==> config.mk <==
export PLATFORM = sky130hd
export DESIGN_NAME = cfs_regs
export DESIGN_NICKNAME = d
export VERILOG_FILES = /design/src/cfs_pkg.sv /design/src/cfs_regs.sv
export SDC_FILE = /design/constraint.sdc
export NUM_CORES = 1
export LEC_CHECK = 0
export BUFFER_PORTS_ARGS = -buffer_cell sky130_fd_sc_hd__buf_2
export CAP_MARGIN = 20
export CORE_UTILIZATION = 33
export CTS_CLUSTER_SIZE = 14
export DETAILED_ROUTE_END_ITERATION = 10
export PLACE_DENSITY = 0.51
export SYNTH_ARGS = -nofsm -noshare
export SYNTH_HDL_FRONTEND = slang
export SYNTH_SLANG_ARGS = --single-unit
export TNS_END_PERCENT = 30
==> constraint.sdc <==
create_clock -name ref_clk -period 6.7 [get_ports ref_clk]
set_input_delay 0.67 -clock ref_clk [delete_from_list [all_inputs] [get_ports ref_clk]]
set_output_delay 0.67 -clock ref_clk [all_outputs]
set_load 0.02 [all_outputs]
==> src/cfs_pkg.sv <==
// Package of offsets, fields, reset values and timing for the pulse-scaling register bank
package cfs_pkg;

    // Register addresses on the serial port
    localparam logic [6:0] CFS_ADDR_MODE      = 7'h13;
    localparam logic [6:0] CFS_ADDR_AP_NUM    = 7'h45;
    localparam logic [6:0] CFS_ADDR_AP_DEN    = 7'h46;
    localparam logic [6:0] CFS_ADDR_VAR_NUM   = 7'h47;
    localparam logic [6:0] CFS_ADDR_VAR_DEN   = 7'h48;
    localparam logic [6:0] CFS_ADDR_ONES_CNT  = 7'h7e;
    localparam logic [6:0] CFS_ADDR_VERSION   = 7'h7f;

    // Operating-mode field positions
    localparam int CFS_OPM_HPF_BIT   = 0;
    localparam int CFS_OPM_LPF_BIT   = 1;
    localparam int CFS_OPM_CF_BIT    = 2;
    localparam int CFS_OPM_SHUT_LSB  = 3;
    localparam int CFS_OPM_SHUT_MSB  = 5;
    localparam int CFS_OPM_SRST_BIT  = 6;

    // Numerator polarity flags sit above the scaling value
    localparam int CFS_NUM_VAL_W = 13;
    localparam int CFS_DEN_W     = 12;

    // Reset values
    localparam logic [7:0]  CFS_MODE_RST    = 8'h04;
    localparam logic [12:0] CFS_NUM_RST     = 13'h0000;
    localparam logic [11:0] CFS_DEN_RST     = 12'h03f;
    localparam logic [7:0]  CFS_ONES_RST    = 8'h00;

    // Converter shutdown codes
    localparam logic [2:0] CFS_SHUT_NORMAL   = 3'h0;
    localparam logic [2:0] CFS_SHUT_CUR_OFF  = 3'h1;
    localparam logic [2:0] CFS_SHUT_VOLT_OFF = 3'h2;
    localparam logic [2:0] CFS_SHUT_SLEEP    = 3'h3;
    localparam logic [2:0] CFS_SHUT_SWAP     = 3'h4;
    localparam logic [2:0] CFS_SHUT_CUR_RTE  = 3'h5;
    localparam logic [2:0] CFS_SHUT_VOLT_RTE = 3'h6;
    localparam logic [2:0] CFS_SHUT_PWRDN    = 3'h7;

    // Quiet time after a soft reset
    localparam int CFS_CLK_MHZ       = 250;
    localparam int CFS_QUIET_US      = 166;
    localparam int CFS_QUIET_CYCLES  = CFS_QUIET_US * CFS_CLK_MHZ;

    // Serial frame
    localparam logic [5:0] CFS_CMD_BITS = 6'd8;

endpackage : cfs_pkg

==> src/cfs_regs.sv <==
// Pulse-output scaling and operating-mode registers behind the serial port
//
// Summary of operation
// - Active pulse numerator value feeds the active pulse scaling numerator.
// - Active numerator bits 15..13 show reverse active power for phases A, B, C.
// - Twelve-bit active denominator, reset 0x3f, feeds active pulse scaling denominator.
// - Reactive pulse numerator value feeds the reactive pulse scaling numerator.
// - Reactive numerator bits 15..13 show reverse reactive power for phases A, B, C.
// - Twelve-bit reactive denominator, reset 0x3f, feeds reactive pulse scaling denominator.
// - Read-only count of one bits in the register last read; reads of the count register itself leave it unchanged.
// - Mode bit 0 set bypasses current-channel high-pass filters.
// - Mode bit 1 set bypasses low-pass filters after the power multipliers.
// - Mode bit 2, set at reset, turns both pulse outputs off.
// - Shutdown code 100 swaps voltage and current input paths.
// - Shutdown code 001 powers down only the current-channel converters.
// - Code 011 sleeps, 111 powers down, 010 turns off voltage converters.
`timescale 1ns/1ps

module cfs_regs
    import cfs_pkg::*;
#(
    parameter int          QUIET_CYCLES = cfs_pkg::CFS_QUIET_CYCLES,
    parameter logic [7:0]  DIE_VERSION  = 8'h5a  // Arbitrary value
)
(
    input  wire  logic        ref_clk,
    input  wire  logic        rst_b,
    // Serial port
    input  wire  logic        sclk,
    input  wire  logic        cs_b,
    input  wire  logic        din,
    output logic              dout,
    output logic              dout_oe,
    // Datapath status
    input  wire  logic [2:0]  active_reverse,
    input  wire  logic [2:0]  reactive_reverse,
    input  wire  logic        active_pulse_raw,
    input  wire  logic        reactive_pulse_raw,
    // Scaling values
    output logic [12:0]       active_scale_num,
    output logic [11:0]       active_scale_den,
    output logic [12:0]       reactive_scale_num,
    output logic [11:0]       reactive_scale_den,
    // Pulse outputs
    output logic              active_pulse_out,
    output logic              reactive_pulse_out,
    // Mode controls
    output logic              highpass_bypass,
    output logic              lowpass_bypass,
    output logic              pulse_outputs_off,
    output logic              input_swap,
    output logic              current_adc_off,
    output logic              voltage_adc_off,
    output logic              current_to_voltage,
    output logic              voltage_to_current,
    output logic              sleep_mode,
    output logic              power_down,
    output logic              soft_reset_busy
);
    import cfs_pkg::*;

    ////////////////////////////////////////////////////////////////////////////
    // State declarations

    typedef enum logic [1:0]
    {
        CFS_ST_CMD  = 2'b00,
        CFS_ST_DATA = 2'b01,
        CFS_ST_DONE = 2'b10
    } cfs_state_e;

    cfs_state_e   st_q,       st_d;
    logic         sclk_q,     sclk_d;
    logic [5:0]   bit_cnt_q,  bit_cnt_d;
    logic [5:0]   frame_end;
    logic [15:0]  rx_q,       rx_d;
    logic [15:0]  tx_q,       tx_d;
    logic [6:0]   addr_q,     addr_d;
    logic         wr_q,       wr_d;
    logic         dout_q,     dout_d;
    logic         oe_q,       oe_d;
    logic [7:0]   opm_q,      opm_d;
    logic [12:0]  apn_q,      apn_d;
    logic [11:0]  apd_q,      apd_d;
    logic [12:0]  vrn_q,      vrn_d;
    logic [11:0]  vrd_q,      vrd_d;
    logic [7:0]   ones_q,     ones_d;
    logic [2:0]   apr_q,      apr_d;
    logic [2:0]   vrr_q,      vrr_d;
    logic [31:0]  rst_cnt_q,  rst_cnt_d;
    logic         apo_q,      apo_d;
    logic         vro_q,      vro_d;
    logic [7:0]   dec_q,      dec_d;
    logic         busy_q,     busy_d;
    logic         sclk_fall;
    logic         sclk_rise;
    logic         active;
    logic         two_byte;
    logic [15:0]  rd_val;
    logic [7:0]   rd_ones;

    ////////////////////////////////////////////////////////////////////////////
    // Readback helpers

    // Register width decides frame length: one or two data bytes
    function automatic logic is_wide(input logic [6:0] a);
        is_wide = (a == CFS_ADDR_AP_NUM) || (a == CFS_ADDR_AP_DEN) ||
                  (a == CFS_ADDR_VAR_NUM) || (a == CFS_ADDR_VAR_DEN);
    endfunction : is_wide

    // Word for the address just shifted in; unmapped and reserved ones read zero
    always_comb
    begin
        unique case ({rx_q[5:0], din})
            CFS_ADDR_MODE:     rd_val = {8'h00, 1'b0, opm_q[6:0] & 7'h3f};
            CFS_ADDR_AP_NUM:   rd_val = {apr_q, apn_q};
            CFS_ADDR_AP_DEN:   rd_val = {4'h0, apd_q};
            CFS_ADDR_VAR_NUM:  rd_val = {vrr_q, vrn_q};
            CFS_ADDR_VAR_DEN:  rd_val = {4'h0, vrd_q};
            CFS_ADDR_ONES_CNT: rd_val = {8'h00, ones_q};
            CFS_ADDR_VERSION:  rd_val = {8'h00, DIE_VERSION};
            default:           rd_val = 16'h0000;
        endcase
    end

    // Ones in the word read; rx holds it through a read, so din never counts
    always_comb
    begin
        rd_ones = 8'h00;
        for (int i = 0; i < 16; i++)
        begin
            rd_ones = rd_ones + {7'h00, rx_q[i]};
        end
    end

    ////////////////////////////////////////////////////////////////////////////
    // Serial engine and register file next state

    assign sclk_fall = sclk_q & ~sclk;
    assign sclk_rise = ~sclk_q & sclk;
    // Transfers during the soft-reset quiet time are dropped, not queued
    assign active    = ~cs_b & (rst_cnt_q == 32'h0);
    assign two_byte  = is_wide(addr_q);
    assign frame_end = two_byte ? 6'd24 : 6'd16;
    assign busy_d    = (rst_cnt_d != 32'h0);

    always_comb
    begin
        st_d      = st_q;
        sclk_d    = sclk;
        bit_cnt_d = bit_cnt_q;
        rx_d      = rx_q;
        tx_d      = tx_q;
        addr_d    = addr_q;
        wr_d      = wr_q;
        dout_d    = dout_q;
        oe_d      = oe_q;
        opm_d     = opm_q;
        apn_d     = apn_q;
        apd_d     = apd_q;
        vrn_d     = vrn_q;
        vrd_d     = vrd_q;
        ones_d    = ones_q;
        rst_cnt_d = (rst_cnt_q != 32'h0) ? rst_cnt_q - 32'h1 : 32'h0;
        // Polarity flags track the datapath every cycle
        apr_d     = {active_reverse[0], active_reverse[1], active_reverse[2]};
        vrr_d     = {reactive_reverse[0], reactive_reverse[1], reactive_reverse[2]};

        if (!active)
        begin
            st_d      = CFS_ST_CMD;
            bit_cnt_d = 6'd0;
            oe_d      = 1'b0;
        end
        else
        begin
            // Host drives data for the falling edge, device shifts out on rising
            if (sclk_fall && st_q != CFS_ST_DONE)
            begin
                rx_d      = (st_q == CFS_ST_DATA && !wr_q) ? rx_q : {rx_q[14:0], din};
                bit_cnt_d = bit_cnt_q + 6'd1;
                if (st_q == CFS_ST_CMD && bit_cnt_q == CFS_CMD_BITS - 6'd1)
                begin
                    wr_d   = rx_q[6];
                    addr_d = {rx_q[5:0], din};
                    tx_d   = is_wide({rx_q[5:0], din}) ? rd_val : {rd_val[7:0], 8'h00};
                    rx_d   = is_wide({rx_q[5:0], din}) ? rd_val : {8'h00, rd_val[7:0]};
                    st_d   = CFS_ST_DATA;
                end
                else if (st_q == CFS_ST_DATA && bit_cnt_q == frame_end - 6'd1)
                begin
                    st_d = CFS_ST_DONE;
                    if (wr_q)
                    begin
                        unique case (addr_q)
                            CFS_ADDR_MODE:
                            begin
                                opm_d = {rx_q[6:0], din};
                                opm_d[CFS_OPM_SRST_BIT] = 1'b0;
                                if (rx_q[CFS_OPM_SRST_BIT - 1])
                                begin
                                    // Soft reset returns every register to default
                                    opm_d     = CFS_MODE_RST;
                                    apn_d     = CFS_NUM_RST;
                                    apd_d     = CFS_DEN_RST;
                                    vrn_d     = CFS_NUM_RST;
                                    vrd_d     = CFS_DEN_RST;
                                    ones_d    = CFS_ONES_RST;
                                    rst_cnt_d = QUIET_CYCLES;
                                end
                            end
                            CFS_ADDR_AP_NUM:  apn_d = {rx_q[11:0], din};
                            CFS_ADDR_AP_DEN:  apd_d = {rx_q[10:0], din};
                            CFS_ADDR_VAR_NUM: vrn_d = {rx_q[11:0], din};
                            CFS_ADDR_VAR_DEN: vrd_d = {rx_q[10:0], din};
                            default:          opm_d = opm_q;
                        endcase
                    end
                    else if (addr_q != CFS_ADDR_ONES_CNT)
                    begin
                        ones_d = rd_ones;
                    end
                end
            end
            if (sclk_rise && st_q == CFS_ST_DATA && !wr_q)
            begin
                dout_d = tx_q[15];
                tx_d   = {tx_q[14:0], 1'b0};
                oe_d   = 1'b1;
            end
        end
    end

    ////////////////////////////////////////////////////////////////////////////
    // Mode decode and pulse gating next state

    always_comb
    begin
        dec_d = 8'h00;
        unique case (opm_q[CFS_OPM_SHUT_MSB:CFS_OPM_SHUT_LSB])
            CFS_SHUT_NORMAL:   dec_d = 8'h00;
            CFS_SHUT_SWAP:     dec_d[0] = 1'b1;
            CFS_SHUT_CUR_OFF:  dec_d[1] = 1'b1;
            CFS_SHUT_CUR_RTE:  dec_d[3:1] = 3'b101;                          // Off and redirected
            CFS_SHUT_VOLT_OFF: dec_d[2] = 1'b1;
            CFS_SHUT_VOLT_RTE: dec_d[4:2] = 3'b101;
            CFS_SHUT_SLEEP:    dec_d[5] = 1'b1;
            CFS_SHUT_PWRDN:    dec_d[6] = 1'b1;
        endcase
        // Both pulse outputs held low while disabled
        apo_d = active_pulse_raw & ~opm_q[CFS_OPM_CF_BIT];
        vro_d = reactive_pulse_raw & ~opm_q[CFS_OPM_CF_BIT];
    end

    ////////////////////////////////////////////////////////////////////////////
    // Registers

    always_ff @(posedge ref_clk or negedge rst_b)
    begin
        if (!rst_b)
        begin
            st_q      <= CFS_ST_CMD;
            sclk_q    <= 1'b1;  // Idle level, so no false edge after reset
            bit_cnt_q <= 6'd0;
            rx_q      <= 16'h0000;
            tx_q      <= 16'h0000;
            addr_q    <= 7'h00;
            wr_q      <= 1'b0;
            dout_q    <= 1'b0;
            oe_q      <= 1'b0;
            opm_q     <= CFS_MODE_RST;
            apn_q     <= CFS_NUM_RST;
            apd_q     <= CFS_DEN_RST;
            vrn_q     <= CFS_NUM_RST;
            vrd_q     <= CFS_DEN_RST;
            ones_q    <= CFS_ONES_RST;
            apr_q     <= 3'h0;
            vrr_q     <= 3'h0;
            rst_cnt_q <= 32'h0;
            apo_q     <= 1'b0;
            vro_q     <= 1'b0;
            dec_q     <= 8'h00;
            busy_q    <= 1'b0;
        end
        else
        begin
            st_q      <= st_d;
            sclk_q    <= sclk_d;
            bit_cnt_q <= bit_cnt_d;
            rx_q      <= rx_d;
            tx_q      <= tx_d;
            addr_q    <= addr_d;
            wr_q      <= wr_d;
            dout_q    <= dout_d;
            oe_q      <= oe_d;
            opm_q     <= opm_d;
            apn_q     <= apn_d;
            apd_q     <= apd_d;
            vrn_q     <= vrn_d;
            vrd_q     <= vrd_d;
            ones_q    <= ones_d;
            apr_q     <= apr_d;
            vrr_q     <= vrr_d;
            rst_cnt_q <= rst_cnt_d;
            apo_q     <= apo_d;
            vro_q     <= vro_d;
            dec_q     <= dec_d;
            busy_q    <= busy_d;
        end
    end

    ////////////////////////////////////////////////////////////////////////////
    // Outputs, all from flip-flops

    assign dout               = dout_q;
    assign dout_oe            = oe_q;
    assign active_scale_num   = apn_q;
    assign active_scale_den   = apd_q;
    assign reactive_scale_num = vrn_q;
    assign reactive_scale_den = vrd_q;
    assign active_pulse_out   = apo_q;
    assign reactive_pulse_out = vro_q;
    assign highpass_bypass    = opm_q[CFS_OPM_HPF_BIT];
    assign lowpass_bypass     = opm_q[CFS_OPM_LPF_BIT];
    assign pulse_outputs_off  = opm_q[CFS_OPM_CF_BIT];
    assign input_swap         = dec_q[0];
    assign current_adc_off    = dec_q[1];
    assign voltage_adc_off    = dec_q[2];
    assign current_to_voltage = dec_q[3];
    assign voltage_to_current = dec_q[4];
    assign sleep_mode         = dec_q[5];
    assign power_down         = dec_q[6];
    // Quiet time is visible so the system can hold off the host
    assign soft_reset_busy    = busy_q;

endmodule : cfs_regs

==> results.ini <==
[sta]
fin_crit_sh = 0.614
rsz0062_at_grt = no
drv_slew = 0
finalSetupViolations = 0
worst_slew_pin_slew_ps = 1120
fin_tns_setup_ps = 0
timing.fmax_ghz = 0.243
hold_viol = 0
maxSlewHeadroom = 0.252
period_minus_slack_ps = 4120
skew_ps = 19.7
fin_ws_ps = 2580

[clock_network]
insertion_delay_ps = 440
cts_hold_buf = 0
post-cts-setup-buffer-count = 0
tritoncts = built
cts.htree.levels = 4
cts_buffers = 17
clock_sinks = 160
cts_root_buffer = clkbuf_16
path_clk_slew_ps = 70
cts_resized = 0
clk_path_buf_depth = 2

[final_layout]
finalNetCount = 954
diodes = 0
fillerInstances = 2490
drive_gt1_frac = 0.210
seq_area_sq_um = 4020
area_delta_synth_final_pct = 16.9
postLayoutCoreUtil = 0.394
multi_input_area_sq_um = 3990

[grt]
grt_max_degree = 98
track_usage = 0.200
first_global_vias = 6478
grt-ovfl-total = 0
grt_pass1_wl_mm = 38.9
antenna_found_initial = 0

[logic_synthesis]
ys_seq_elements = 160
syn_inst = 858
synth-edff-count = 0
yosysWarnings = 0
netlist_area_sq_um = 8220
syn-mean-instance-area_sq_um = 9.58
synth_nets = 888
ys_types = 61
seq_area_frac_synth = 0.489
yosys_most_used_dff = dfrtp_1
synthArstFlopShare = 1.00

[min_path]
min_path_type = in -> async

[run_status]
outcome = completed

[setup_path]
reg2reg_from = rx_q[5]$_DFFE_PN0P_
cp_max_fo = 15
crit_path_start = rx_q[5]$_DFFE_PN0P_
timing.rr.end = ones_q[4]$_DFFE_PN0P_
arrival_ps = 4440
critPathLaunchType = flop
rr_worst_depth = 11
end_kind = flop
cp-endpoint = ones_q[4]$_DFFE_PN0P_
critPathKind = reg -> reg
rrSetupSlack_ps = 2580
worst-endpoint-required_ps = 7020

[power]
ir_drop_mv = 0.119
leakage_nw = 4.24
powerDensity_nw_per_um2 = 210

[die]
rows = 57
pin_count = 78
die_h_um = 160
die_w_um = 160
die_area_sq_um = 25500
core_sq_um = 24400
initial_core_util = 0.337

[placement]
place.gp.congestion = 0.852
hpwl_mm = 17.5
dp_slack_ps = 2630
io_buffers = 77

[detailed_routing]
drt_first_pass_iters = 5
drt_wl_total_mm = 24.5
drc = 0
drt-wirelength-per-cell_um = 19.4
drt_iter0_drc = 527
vias = 6640
final_antenna_net_count = 0
via_per_inst = 5.27

[flow_run]
cap_viol_max_count = 0

## kinds of logic after synthesis
logic type      after synthesis  share of synthesized area
flops                       160                      0.489
buf+inv                      62                     0.0300
mux                          33                     0.0443
fa+ha+maj                    17                     0.0350
compound gates              201                      0.155
xor+xnor                     22                     0.0235
simple gates                363                      0.223
## metrics by stage
step           power (mW)  instance area, sq um  hold slack [ps]  cells
5_1_grt              2.09                  9600              311   1261
3_5_place_dp         1.02                  8970              467   1227
4_1_cts              2.04                  9590              315   1259
2_1_floorplan       0.994                  8220              374    858
6_report             2.01                  9600              331   1261
3_3_place_gp         1.02                  8970              460   1227
## report_power, final
group | total [mW] | internal (mW) | switching [mW]
sequential | 0.971 | 0.970 | 0.00181
clock | 1.01 | 0.541 | 0.472
combinational | 0.0296 | 0.00567 | 0.0240
total | 2.01 | 1.52 | 0.498
## routing by layer
layer / vias to the layer above / wire length (um) / track usage / part of all wire
li1: 3213 / - / - / -
met1: 3250 / 11300 / 0.269 / 0.46
met2: 152 / 11600 / 0.327 / 0.47
met3: 25 / 1130 / 0.0369 / 0.046
met4: 0 / 484 / 0.0593 / 0.020
met5: - / 0 / 0 / 0
## synthesized netlist by cell type (all sizes together) (11+ instances only)
library cell	count	area (sq um)
dfstp	14	368
nor3	18	95.1
nor4	19	149
nor2b	17	106
dfrtp	146	3650
a21oi	37	185
a22oi	24	180
xnor2	16	140
clkbuf	41	164
o21ai	76	380
o31ai	19	143
nand4	11	68.8
inv	18	67.6
nand2	133	499
nor2	77	289
nand3	17	85.1
mux2	27	304
## sequential cells by signal (all words and copies together), names as in the netlist, 3 cells and up
register / cells
active_scale_num: 13
active_scale_den: 12
rst_cnt_q: 32
vrr_q: 3
apr_q: 3
bit_cnt_q: 6
tx_q: 16
ones_q: 5
addr_q: 7
rx_q: 16
reactive_scale_den: 12
reactive_scale_num: 13
opm_q: 6
dec_q: 7
## cell usage in the layout, fill, tap and decap left out, types with 6 or more instances in the layout
| cell | count |
|---|---|
| or3_1 | 8 |
| nor2b_1 | 17 |
| inv_1 | 18 |
| nor4_1 | 16 |
| inv_8 | 6 |
| dfstp_2 | 14 |
| nand4_1 | 11 |
| xnor2_1 | 16 |
| mux2_2 | 27 |
| nand3_1 | 17 |
| mux2i_1 | 6 |
| nand2_1 | 133 |
| or2_2 | 10 |
| buf_2 | 76 |
| clkbuf_16 | 17 |
| nor2_1 | 77 |
| nor3_1 | 15 |
| o21ai_0 | 76 |
| fa_1 | 10 |
| a21oi_1 | 37 |
| dfrtp_1 | 146 |
| o31ai_1 | 19 |
| a22oi_1 | 24 |
| nor3b_1 | 7 |
| ha_1 | 7 |
| xor2_1 | 6 |
| buf_4 | 14 |
| or4_1 | 6 |
| nand3b_1 | 7 |
| a31oi_1 | 6 |
## worst min-delay path by stage
stage,startpoint,endpoint,slack (ps)
floorplan,rst_b,active_pulse_out$_DFF_PN0_,370
global placement,tx_q[13]$_DFFE_PN0P_,tx_q[13]$_DFFE_PN0P_,460
detailed placement,tx_q[6]$_DFFE_PN0P_,tx_q[6]$_DFFE_PN0P_,470
CTS,active_reverse[0],apr_q[2]$_DFF_PN0_,310
global route,active_reverse[0],apr_q[2]$_DFF_PN0_,310
finish,rst_b,active_scale_num[11]$_DFFE_PN0P_,330
## layout make-up
class	count	area share
clock buffers	17	0.0443
inverters	18	0.00703
repair buffers	91	0.0517
well taps	324	0.0422
multi-input cells	636	0.416
clock inverters	15	0.0203
flip-flops and latches	160	0.419
## worst max-delay path: stages, from the launching register on
cell     delay (ps)
dfrtp_1         630
inv_1           230
fa_1            600
fa_1            440
fa_1            480
fa_1            510
inv_1            50
ha_1            200
fa_1            410
a21oi_1         160
nor3b_1          60
mux2_2          260
(Power assumes the default switching activity.)
